--- src/verilog/wio_defines.svh ---
`ifndef WIO_DEFINES_SVH
`define WIO_DEFINES_SVH

// Clock and the 0.1 ms timing tick
`define WIO_CLK_MHZ          200
`define WIO_TICK_US          100
`define WIO_TICK_CYC         (`WIO_TICK_US * `WIO_CLK_MHZ)

// Times in their own units, converted to ticks where used
`define WIO_PREP_MS          1000
`define WIO_ERR_MIN_MS       1
`define WIO_PULSE_20_MS      20
`define WIO_PULSE_30_MS      30
`define WIO_PULSE_40_MS      40
`define WIO_ACC_0_US         100
`define WIO_ACC_1_US         1000
`define WIO_ACC_2_US         2000
`define WIO_ACC_3_US         4000
`define WIO_ACC_4_US         8000
`define WIO_ACC_5_US         16000
`define WIO_US_PER_MS        1000

// Layout numbers
`define WIO_LAYOUT_MIN       10'h001
`define WIO_LAYOUT_ZERO      10'h000

// Register byte offsets
`define WIO_OFF_CTRL         8'h00
`define WIO_OFF_STATUS       8'h04
`define WIO_OFF_IRQ_STAT     8'h08
`define WIO_OFF_IRQ_MASK     8'h0C
`define WIO_OFF_LAYOUT_WR    8'h10
`define WIO_OFF_SCHED        8'h14

// Control register fields
`define WIO_CTRL_HOST_SRC    0
`define WIO_CTRL_HOST_EXT    1
`define WIO_CTRL_FRONT_DIODE 2
`define WIO_CTRL_LAYOUT_MODE 3
`define WIO_CTRL_ACC_LO      4
`define WIO_CTRL_ACC_HI      6
`define WIO_CTRL_WID_LO      8
`define WIO_CTRL_WID_HI      9
`define WIO_CTRL_MASK        32'h0000037F
`define WIO_CTRL_RST         32'h00000030

// Layout registration write fields
`define WIO_LWR_FLAG         16

// Status register layout field
`define WIO_STAT_LAYOUT_LO   16

// Interrupt status bits
`define WIO_IRQ_W            4
`define WIO_IRQ_RST          4'h0

`endif

--- src/verilog/wio_pkg.sv ---
package wio_pkg;

    typedef struct packed {
        logic       ctrl_select;
        logic       diode_power_request;
        logic       scan_start;
        logic       layout_strobe;
        logic       error_reset;
        logic [3:0] schedule;
        logic [9:0] layout_num;
    } wio_pin_in_t;

    typedef struct packed {
        logic ext_control;
        logic diode_on_status;
        logic output_ready;
        logic end_pulse;
        logic judge_high;
        logic judge_low;
        logic monitor_error;
        logic ext_receivable;
        logic laser_emitting;
        logic data_error;
    } wio_pin_out_t;

    typedef enum logic [1:0] {
        WIO_ST_CLEAR,
        WIO_ST_IDLE,
        WIO_ST_LOOK
    } wio_lay_st_t;

endpackage : wio_pkg

--- src/verilog/wio_sequencer.sv ---
// Function
// - Ready no sooner than 1 s after diode power-on request.
// - End and judgment pulses last 20 ms, or 30/40 ms by setting.
// - Monitor error pulse lasts at least 1 ms.
// - Layout number 1 to 1023; zero means layout 1.
// - Layout number captured only on strobe rising edge.
// - Strobe honoured only while receivable and not emitting.
// - Host command or contact input switches control source.
// - Unregistered layout keeps the previous selection.
// - Scan start accepted after data error without error reset.
// - Closed select contact means external, open means panel.
// - Schedule and start must be stable for the acceptance time.
`include "wio_defines.svh"
`timescale 1ns/1ps
`default_nettype none

module wio_sequencer #(
    parameter int unsigned TICK_CYC = `WIO_TICK_CYC
) (
    input  wire logic                  clk,
    input  wire logic                  rstn,
    input  wire logic                  ce,
    input  wire logic                  psel,
    input  wire logic                  penable,
    input  wire logic                  pwrite,
    input  wire logic [7:0]            paddr,
    input  wire logic [31:0]           pwdata,
    output logic      [31:0]           prdata,
    output logic                       pready,
    output logic                       pslverr,
    output logic                       irq,
    input  wire wio_pkg::wio_pin_in_t  pin_i,
    output wio_pkg::wio_pin_out_t      pin_o,
    input  wire logic                  laser_emitting,
    input  wire logic                  shot_done,
    input  wire logic                  energy_high,
    input  wire logic                  energy_low,
    input  wire logic                  monitor_err,
    output logic                       scan_start_pulse
);

    function automatic logic [15:0] acc_ticks(input logic [2:0] sel);
        logic [15:0] t;
        t = 16'(`WIO_ACC_3_US / `WIO_TICK_US);
        case (sel)
            3'h0: t = 16'(`WIO_ACC_0_US / `WIO_TICK_US);
            3'h1: t = 16'(`WIO_ACC_1_US / `WIO_TICK_US);
            3'h2: t = 16'(`WIO_ACC_2_US / `WIO_TICK_US);
            3'h4: t = 16'(`WIO_ACC_4_US / `WIO_TICK_US);
            3'h5: t = 16'(`WIO_ACC_5_US / `WIO_TICK_US);
            default: t = 16'(`WIO_ACC_3_US / `WIO_TICK_US);
        endcase
        return t;
    endfunction : acc_ticks

    function automatic logic [15:0] ms_ticks(input int unsigned ms);
        return 16'(ms * `WIO_US_PER_MS / `WIO_TICK_US);
    endfunction : ms_ticks

    function automatic logic [15:0] width_ticks(input logic [1:0] sel);
        logic [15:0] t;
        t = ms_ticks(`WIO_PULSE_20_MS);
        case (sel)
            2'h1: t = ms_ticks(`WIO_PULSE_30_MS);
            2'h2: t = ms_ticks(`WIO_PULSE_40_MS);
            default: t = ms_ticks(`WIO_PULSE_20_MS);
        endcase
        return t;
    endfunction : width_ticks

    wio_pkg::wio_pin_in_t  sync1_q;
    wio_pkg::wio_pin_in_t  sync2_q;
    wio_pkg::wio_pin_out_t pin_o_q;
    wio_pkg::wio_lay_st_t  st_q;
    wio_pkg::wio_lay_st_t  st_d;
    logic [15:0]           tick_cnt_q;
    logic [31:0]           ctrl_q;
    logic [3:0]            irq_stat_q;
    logic [3:0]            irq_mask_q;
    logic [31:0]           prdata_q;
    logic [4:0]            filt_prev_q;
    logic [4:0]            filt_q;
    logic [15:0]           filt_cnt_q;
    logic                  start_prev_q;
    logic                  scan_start_q;
    logic                  diode_on_q;
    logic [15:0]           prep_cnt_q;
    logic [15:0]           end_cnt_q;
    logic [1:0]            judge_q;
    logic [15:0]           err_cnt_q;
    logic                  strobe_prev_q;
    logic [9:0]            clr_addr_q;
    logic [9:0]            pend_q;
    logic [9:0]            active_q;
    logic                  data_error_q;
    logic                  mem_rdata;

    // Timing base
    wire tick = tick_cnt_q == 16'(TICK_CYC - 1);

    // Control fields
    wire       host_src    = ctrl_q[`WIO_CTRL_HOST_SRC];
    wire       host_ext    = ctrl_q[`WIO_CTRL_HOST_EXT];
    wire       front_a_on  = ctrl_q[`WIO_CTRL_FRONT_DIODE];
    wire       scanner_layout_mode = ctrl_q[`WIO_CTRL_LAYOUT_MODE];
    wire [2:0] acc_sel  = ctrl_q[`WIO_CTRL_ACC_HI:`WIO_CTRL_ACC_LO];
    wire [1:0] wid_sel  = ctrl_q[`WIO_CTRL_WID_HI:`WIO_CTRL_WID_LO];

    // Host override, else closed contact means external
    wire ext_mode = host_src ? host_ext : sync2_q.ctrl_select;

    // One acceptance filter for schedule and start
    wire [4:0] filt_in  = {sync2_q.schedule, sync2_q.scan_start};
    wire       start_f  = filt_q[0];
    wire [3:0] sched_f  = filt_q[4:1];
    wire start_rise = ext_mode && start_f && !start_prev_q;

    // Diode and readiness
    wire diode_req  = ext_mode ? sync2_q.diode_power_request : front_a_on;
    wire prep_done  = diode_on_q && prep_cnt_q == 16'h0000;
    wire init_done  = st_q != wio_pkg::WIO_ST_CLEAR;
    wire ext_recv   = ext_mode && init_done;
    wire ready      = ext_recv && prep_done && !laser_emitting;

    // Layout strobe
    wire strobe_rise = sync2_q.layout_strobe && !strobe_prev_q;
    wire lay_accept  = strobe_rise && st_q == wio_pkg::WIO_ST_IDLE
                       && scanner_layout_mode
                       && ext_recv && !laser_emitting;
    wire [9:0] lay_num = (sync2_q.layout_num == `WIO_LAYOUT_ZERO)
                         ? `WIO_LAYOUT_MIN : sync2_q.layout_num;
    wire lay_look  = st_q == wio_pkg::WIO_ST_LOOK;
    wire lay_ok    = lay_look && mem_rdata;
    wire lay_bad   = lay_look && !mem_rdata;

    // Register bus decode
    wire apb_setup = psel && !penable;
    wire apb_acc   = psel && penable;
    wire apb_wr    = apb_acc && pwrite;
    wire hit_ctrl  = paddr == `WIO_OFF_CTRL;
    wire hit_stat  = paddr == `WIO_OFF_STATUS;
    wire hit_ist   = paddr == `WIO_OFF_IRQ_STAT;
    wire hit_imsk  = paddr == `WIO_OFF_IRQ_MASK;
    wire hit_lwr   = paddr == `WIO_OFF_LAYOUT_WR;
    wire hit_sch   = paddr == `WIO_OFF_SCHED;
    wire hit_any   = hit_ctrl | hit_stat | hit_ist | hit_imsk
                     | hit_lwr | hit_sch;
    wire clearing  = st_q == wio_pkg::WIO_ST_CLEAR;

    wire [31:0] status_w = {6'h00, active_q, 9'h000, init_done,
                            data_error_q, laser_emitting, ext_recv,
                            ready, diode_on_q, ext_mode};
    wire [31:0] rd_mux =
        hit_ctrl ? ctrl_q :
        hit_stat ? status_w :
        hit_ist  ? {28'h0000000, irq_stat_q} :
        hit_imsk ? {28'h0000000, irq_mask_q} :
        hit_sch  ? {28'h0000000, sched_f} : 32'h00000000;

    // Events: shot end, monitor error, data error, layout taken
    wire [3:0] events = {lay_ok, lay_bad, monitor_err, shot_done};
    wire [3:0] w1c    = (apb_wr && hit_ist) ? pwdata[3:0] : 4'h0;

    // Layout table is cleared once after reset
    wire       mem_we    = clearing || (apb_wr && hit_lwr);
    wire [9:0] mem_waddr = clearing ? clr_addr_q : pwdata[9:0];
    wire       mem_wdata = clearing ? 1'b0 : pwdata[`WIO_LWR_FLAG];

    always_ff @(posedge clk)
    begin
        if (!rstn)
        begin
            sync1_q <= '0;
            sync2_q <= '0;
        end
        else if (ce)
        begin
            sync1_q <= pin_i;
            sync2_q <= sync1_q;
        end
    end

    always_ff @(posedge clk)
    begin
        if (!rstn)
        begin
            tick_cnt_q <= 16'h0000;
        end
        else if (ce)
        begin
            tick_cnt_q <= tick ? 16'h0000 : tick_cnt_q + 16'h0001;
        end
    end

    always_ff @(posedge clk)
    begin
        if (!rstn)
        begin
            ctrl_q     <= `WIO_CTRL_RST;
            irq_mask_q <= `WIO_IRQ_RST;
            prdata_q   <= 32'h00000000;
        end
        else if (ce)
        begin
            if (apb_wr && hit_ctrl)
                ctrl_q <= pwdata & `WIO_CTRL_MASK;
            if (apb_wr && hit_imsk)
                irq_mask_q <= pwdata[3:0];
            if (apb_setup && !pwrite)
                prdata_q <= rd_mux;
        end
    end

    // Set wins over a same-cycle write-one clear
    always_ff @(posedge clk)
    begin
        if (!rstn)
            irq_stat_q <= `WIO_IRQ_RST;
        else if (ce)
            irq_stat_q <= (irq_stat_q & ~w1c) | events;
    end

    always_ff @(posedge clk)
    begin
        if (!rstn)
        begin
            filt_prev_q <= 5'h00;
            filt_q      <= 5'h00;
            filt_cnt_q  <= 16'h0000;
        end
        else if (ce)
        begin
            if (filt_in != filt_prev_q)
            begin
                filt_prev_q <= filt_in;
                filt_cnt_q  <= acc_ticks(acc_sel) + 16'h0001;
            end
            else if (tick && filt_cnt_q == 16'h0001)
            begin
                filt_q     <= filt_prev_q;
                filt_cnt_q <= 16'h0000;
            end
            else if (tick && filt_cnt_q != 16'h0000)
            begin
                filt_cnt_q <= filt_cnt_q - 16'h0001;
            end
        end
    end

    // Start needs ready; data error does not block it
    always_ff @(posedge clk)
    begin
        if (!rstn)
        begin
            start_prev_q <= 1'b0;
            scan_start_q <= 1'b0;
        end
        else if (ce)
        begin
            start_prev_q <= start_f;
            scan_start_q <= start_rise && ready;
        end
    end

    // Preparation restarts at diode on and each shot
    always_ff @(posedge clk)
    begin
        if (!rstn)
        begin
            diode_on_q <= 1'b0;
            prep_cnt_q <= 16'h0000;
        end
        else if (ce)
        begin
            diode_on_q <= diode_req;
            if ((diode_req && !diode_on_q) || (shot_done && diode_on_q))
                prep_cnt_q <= ms_ticks(`WIO_PREP_MS);
            else if (!diode_on_q)
                prep_cnt_q <= 16'h0000;
            else if (tick && prep_cnt_q != 16'h0000)
                prep_cnt_q <= prep_cnt_q - 16'h0001;
        end
    end

    always_ff @(posedge clk)
    begin
        if (!rstn)
        begin
            end_cnt_q <= 16'h0000;
            judge_q   <= 2'h0;
        end
        else if (ce)
        begin
            if (shot_done)
            begin
                end_cnt_q <= width_ticks(wid_sel) + 16'h0001;
                judge_q   <= {energy_high, energy_low};
            end
            else if (tick && end_cnt_q != 16'h0000)
            begin
                end_cnt_q <= end_cnt_q - 16'h0001;
            end
        end
    end

    always_ff @(posedge clk)
    begin
        if (!rstn)
            err_cnt_q <= 16'h0000;
        else if (ce)
        begin
            if (monitor_err)
                err_cnt_q <= ms_ticks(`WIO_ERR_MIN_MS) + 16'h0001;
            else if (tick && err_cnt_q != 16'h0000)
                err_cnt_q <= err_cnt_q - 16'h0001;
        end
    end

    always_comb
    begin
        st_d = st_q;
        case (st_q)
            wio_pkg::WIO_ST_CLEAR:
                if (clr_addr_q == 10'h3FF)
                    st_d = wio_pkg::WIO_ST_IDLE;
            wio_pkg::WIO_ST_IDLE:
                if (lay_accept)
                    st_d = wio_pkg::WIO_ST_LOOK;
            wio_pkg::WIO_ST_LOOK:
                st_d = wio_pkg::WIO_ST_IDLE;
            default:
                st_d = wio_pkg::WIO_ST_CLEAR;
        endcase
    end

    always_ff @(posedge clk)
    begin
        if (!rstn)
        begin
            st_q          <= wio_pkg::WIO_ST_CLEAR;
            clr_addr_q    <= 10'h000;
            strobe_prev_q <= 1'b0;
        end
        else if (ce)
        begin
            st_q          <= st_d;
            strobe_prev_q <= sync2_q.layout_strobe;
            if (clearing)
                clr_addr_q <= clr_addr_q + 10'h001;
        end
    end

    always_ff @(posedge clk)
    begin
        if (!rstn)
        begin
            pend_q   <= `WIO_LAYOUT_MIN;
            active_q <= `WIO_LAYOUT_MIN;
        end
        else if (ce)
        begin
            if (lay_accept)
                pend_q <= lay_num;
            if (lay_ok)
                active_q <= pend_q;
        end
    end

    // Error reset clears; a same-cycle new error wins
    always_ff @(posedge clk)
    begin
        if (!rstn)
            data_error_q <= 1'b0;
        else if (ce)
            data_error_q <= lay_bad
                            || (data_error_q && !sync2_q.error_reset);
    end

    always_ff @(posedge clk)
    begin
        if (!rstn)
            pin_o_q <= '0;
        else if (ce)
        begin
            pin_o_q.ext_control     <= ext_mode;
            pin_o_q.diode_on_status <= diode_on_q;
            pin_o_q.output_ready    <= ready;
            pin_o_q.end_pulse       <= end_cnt_q != 16'h0000;
            pin_o_q.judge_high      <= judge_q[1] && end_cnt_q != 16'h0000;
            pin_o_q.judge_low       <= judge_q[0] && end_cnt_q != 16'h0000;
            pin_o_q.monitor_error   <= err_cnt_q != 16'h0000;
            pin_o_q.ext_receivable  <= ext_recv;
            pin_o_q.laser_emitting  <= laser_emitting;
            pin_o_q.data_error      <= data_error_q;
        end
    end

    wio_layout_mem #(
        .AW (10),
        .DW (1)
    ) u_layout_mem (
        .clk   (clk),
        .rstn  (rstn),
        .ce    (ce),
        .we    (mem_we),
        .waddr (mem_waddr),
        .wdata (mem_wdata),
        .re    (lay_accept),
        .raddr (lay_num),
        .rdata (mem_rdata)
    );

    assign prdata           = prdata_q;
    assign pready           = apb_acc;
    assign pslverr          = apb_acc && !hit_any;
    assign irq              = |(irq_stat_q & irq_mask_q);
    assign pin_o            = pin_o_q;
    assign scan_start_pulse = scan_start_q;

endmodule : wio_sequencer

`default_nettype wire

--- src/verilog/wio_layout_mem.sv ---
`timescale 1ns/1ps
`default_nettype none

module wio_layout_mem #(
    parameter int AW = 10,
    parameter int DW = 1
) (
    input  wire logic          clk,
    input  wire logic          rstn,
    input  wire logic          ce,
    input  wire logic          we,
    input  wire logic [AW-1:0] waddr,
    input  wire logic [DW-1:0] wdata,
    input  wire logic          re,
    input  wire logic [AW-1:0] raddr,
    output logic      [DW-1:0] rdata
);

    logic [DW-1:0] mem [0:(1<<AW)-1];
    logic [DW-1:0] rdata_q;

    always_ff @(posedge clk)
    begin
        if (ce && we)
        begin
            mem[waddr] <= wdata;
        end
    end

    always_ff @(posedge clk)
    begin
        if (!rstn)
        begin
            rdata_q <= '0;
        end
        else if (ce && re)
        begin
            rdata_q <= mem[raddr];
        end
    end

    assign rdata = rdata_q;

endmodule : wio_layout_mem

`default_nettype wire

--- config.mk ---
export PLATFORM = sky130hd
export DESIGN_NAME = wio_sequencer
export DESIGN_NICKNAME = d
export VERILOG_FILES = /design/src/verilog/wio_pkg.sv /design/src/verilog/wio_sequencer.sv /design/src/verilog/wio_layout_mem.sv
export VERILOG_INCLUDE_DIRS = /design/src /design/src/verilog
export SDC_FILE = /design/constraint.sdc
export NUM_CORES = 2
export LEC_CHECK = 0
export BUFFER_PORTS_ARGS = -buffer_cell sky130_fd_sc_hd__buf_2
export CAP_MARGIN = 20
export CORE_MARGIN = 1
export CORE_UTILIZATION = 55
export CTS_BUF_LIST = sky130_fd_sc_hd__clkbuf_8
export CTS_CLUSTER_SIZE = 25
export DETAILED_ROUTE_END_ITERATION = 10
export MAX_ROUTING_LAYER = met4
export PLACE_DENSITY = 0.72
export SLEW_MARGIN = 15
export SYNTH_ARGS = -nofsm -noshare
export SYNTH_HDL_FRONTEND = slang
export SYNTH_HIERARCHICAL = 1
export SYNTH_SLANG_ARGS = --single-unit
--- constraint.sdc ---
create_clock -name clk -period 103.6 [get_ports clk]
set_input_delay 25.9 -clock clk [delete_from_list [all_inputs] [get_ports clk]]
set_output_delay 25.9 -clock clk [all_outputs]
set_load 0.01 [all_outputs]
==> impl_metrics.csv <==
group,metric,value,unit
logic_synthesis,yosysTopAreaCell,"edfxtp_1",
logic_synthesis,yosys-top-cells-area,"edfxtp_1, mux4_2, nor2_1, dfxtp_1, mux2i_1",
timing,relSlewSlack,18.1,%
job,drv_cap,0,
setup_path,cp-start-kind,"primary input",
global_route,grt_antenna_before_repair,3,
logic_synthesis,synth-async-reset-ratio,0,%
clock_network,cts_setup_buffers,0,
pwr,power_frac_clock,38.9,%
logic_synthesis,synth_commonest_cells,"nor2_1, edfxtp_1, mux4_2",
clock_network,insertion_delay,0.88,ns
routing,vias_per_cell,6.20,
clock_network,cts_buffers,198,
pwr,p_switching,0.236,mW
logic_synthesis,synth.ff_latch_count,1238,
logic_synthesis,ys_seq_area_share,64.2,%
timing,slew_viol_final,0,
floorplanning,rows,115,
logic_synthesis,synth.most_common_cell,"nor2_1",
clock_network,cts.sinks,1238,
finish,drive_gt1_share,17.6,%
timing,fin_setup_tns,0,ns
finish,syn2layout_area_growth,9.20,%
timing,fin_crit_sh,51.0,%
global_route,use_met3,5.99,%
finish,final_nets,4293,
routing,routedWlPerCell,24.2,µm
setup_path,end_kind,"output pin",
global_route,grt_max_degree,284,
placed_design,placed_cell_area,0.0556,mm²
routing,ant_nets,0,
placed_design,port_buffers,81,
global_route,grt_pass1_vias,33300,
pwr,cell_internal_pwr,0.764,mW
timing,clock.fmax,18.9,MHz
timing,worst_pin_slew,1.23,ns
finish,finalInstanceArea,0.0596,mm²
setup_path,required,77.70,ns
global_route,grt_usage,28.2,%
timing,worst_clock_skew,0.0539,ns
hold_path,hold_class,"register to register",
pwr,swShare,23.6,%
floorplanning,die_h,317,µm
global_route,grt_busiest_layer,"met2",
logic_synthesis,synth-edff-count,1024,
routing,drtPass1Iterations,6,
timing,hold_viol,0,
routing,vias,35100,
clock_network,cts_tree,"yes",
pwr,total_leakage_power,19.2,nW
floorplanning,core_area,0.0983,mm²
routing,drtIter0Drc,4366,
setup_path,cp_max_fo,7,
clock_network,hold_buffers,0,
routing,wl,137000,µm
routing,drc,0,
floorplanning,fp.dieArea,0.100,mm²
run_status,status,"finished, final reports clean",
timing,rsz0062_at_grt,"false",
clock_network,ctsResizeCount,0,
logic_synthesis,synth.cell_area,0.0546,mm²
logic_synthesis,syn_inst,4208,
logic_synthesis,avgSynthCellArea,13.0,µm²
floorplanning,initial_core_util,55.5,%
setup_path,ff2ff_setup_slack,96.95,ns
logic_synthesis,synth_top_area_share,56.4,%
clock_network,path_clk_slew,0.06,ns
floorplanning,io_pins,116,
global_route,use_met1,37.0,%
setup_path,path_class,"primary input to output pin",
clock_network,cts_root_buffer,"clkbuf_8",
timing,finalSetupViolCount,0,
global_route,globalRouteMet2Util,43.8,%
logic_synthesis,synth_ff_type,"edfxtp_1",
pwr,comb_power_share,7.5,%
logic_synthesis,synth-warning-count,6,
pwr,pwr-share-seq,53.6,%
floorplanning,die_x,317,µm
global_route,gr-total-overflow,0,
timing,fin_crit,52.84,ns
global_route,grt_pass1_wl,203000,µm
placed_design,dp_hpwl,75400,µm
setup_path,worstPathArrival,26.94,ns
placed_design,gp_congestion,0.867,
pwr,power.density,16.8,mW/mm²
clock_network,cts_buffer_depth,3,
finish,fillerInstances,7445,
pwr,ir_drop,0.0104,mV
logic_synthesis,yosys.cell_types.count,84,
clock_network,h-tree-depth,4,
## metrics by stage
| stage | std cells | setup slack, ns | hold slack, ns | util, % | power [mW] |
|---|---|---|---|---|---|
| final | 5656 | 50.76 | 0.452 | 60.6 | 1.00 |
| after global routing | 5656 | 50.72 | 0.468 | 60.6 | 1.03 |
| after CTS | 5633 | 50.75 | 0.453 | 60.3 | 1.01 |
| after detailed placement | 5276 | 50.75 | 0.446 | 56.6 | 0.621 |
| after global placement | 5275 | 50.73 | 0.440 | 56.6 | 0.621 |
| after floorplan | 4220 | 48.19 | 0.432 | - | 0.606 |
## critical path, stage by stage
cell and delay (ns):
buf_2 0.09, or4_4 0.57, a211oi_1 0.19, nor2_1 0.05
buf_2 0.13
## worst paths after layout
check,endpoint,depth (start not counted),start
min,active_q[9],2,active_q[9]
max reg2reg,u_layout_mem/rdata,12,sync2_q[6]
min reg2reg,active_q[9],2,active_q[9]
max,pslverr,5,paddr[1]
## flip-flops by register name, summed over array words and instances (netlist names), 2 cells and up
register	flops
active_q	10
clr_addr_q	10
ctrl_q	9
end_cnt_q	16
err_cnt_q	16
filt_cnt_q	16
filt_in	5
filt_prev_q	5
filt_q	5
irq_mask_q	4
irq_stat_q	4
judge_q	2
pend_q	10
pin_o	10
prdata	19
prep_cnt_q	16
st_q	2
sync1_q	19
sync2_q	14
tick_cnt_q	16
u_layout_mem/mem	1024
## layout make-up
class,count,area (µm²),area share (%)
Clock inverter,145,728,1.22
Sequential cell,1238,35000,58.8
Tap cell,1287,1610,2.70
Timing Repair Buffer,167,1310,2.19
Inverter,30,115,0.193
Antenna cell,5,12.5,0.0210
Clock buffer,212,2920,4.90
Multi-Input combinational cell,2572,17800,30.0
## power groups by stage
| stage | Combinational, mW | Clock, mW | Sequential (mW) |
|---|---|---|---|
| global route | 0.0802 | 0.416 | 0.536 |
| finish | 0.0748 | 0.389 | 0.536 |
| global placement | 0.0740 | 0 | 0.547 |
| floorplan | 0.0603 | 0 | 0.546 |
| detailed placement | 0.0748 | 0 | 0.547 |
| CTS | 0.0750 | 0.394 | 0.536 |
## logic make-up (layout without fill, tap and decap cells)
logic type | count (synthesis) | after routing | share of synthesized area [%]
other | 1 | 18 | 0.00687
AO/OA/AOI/OAI | 323 | 323 | 3.92
AND/OR/NAND/NOR | 1767 | 1767 | 13.7
XOR/XNOR | 49 | 49 | 0.787
flip-flops | 1238 | 1238 | 64.2
buffers and inverters | 410 | 554 | 3.37
adder cells (fa/ha/maj) | 16 | 16 | 0.367
multiplexers | 404 | 404 | 13.6
## per-layer routing
metal / part of all wire [%] / up-vias
met5: 0 / -
li1: - / 15300
met4: 3.1 / 0
met1: 38 / 17600
met3: 11 / 317
met2: 48 / 1795
## cell usage in the layout (no fill, tap or decap), types with 20 or more instances in the layout
cell type and n:
nand2_1 199, nor2_1 1221, buf_4 64, clkinv_1 38
nand3_1 51, or3_1 31, a22oi_1 37, clkbuf_8 212
xor2_1 23, o21ai_0 56, inv_1 102, a21oi_1 96
buf_2 80, nor2b_1 25, nor3_1 55, mux2_2 20
edfxtp_1 1024, nand2_2 22, nand4_1 23, mux4_2 269
xnor2_1 26, dfxtp_1 210, mux2i_1 115
Power figures use the tool's default switching activity.
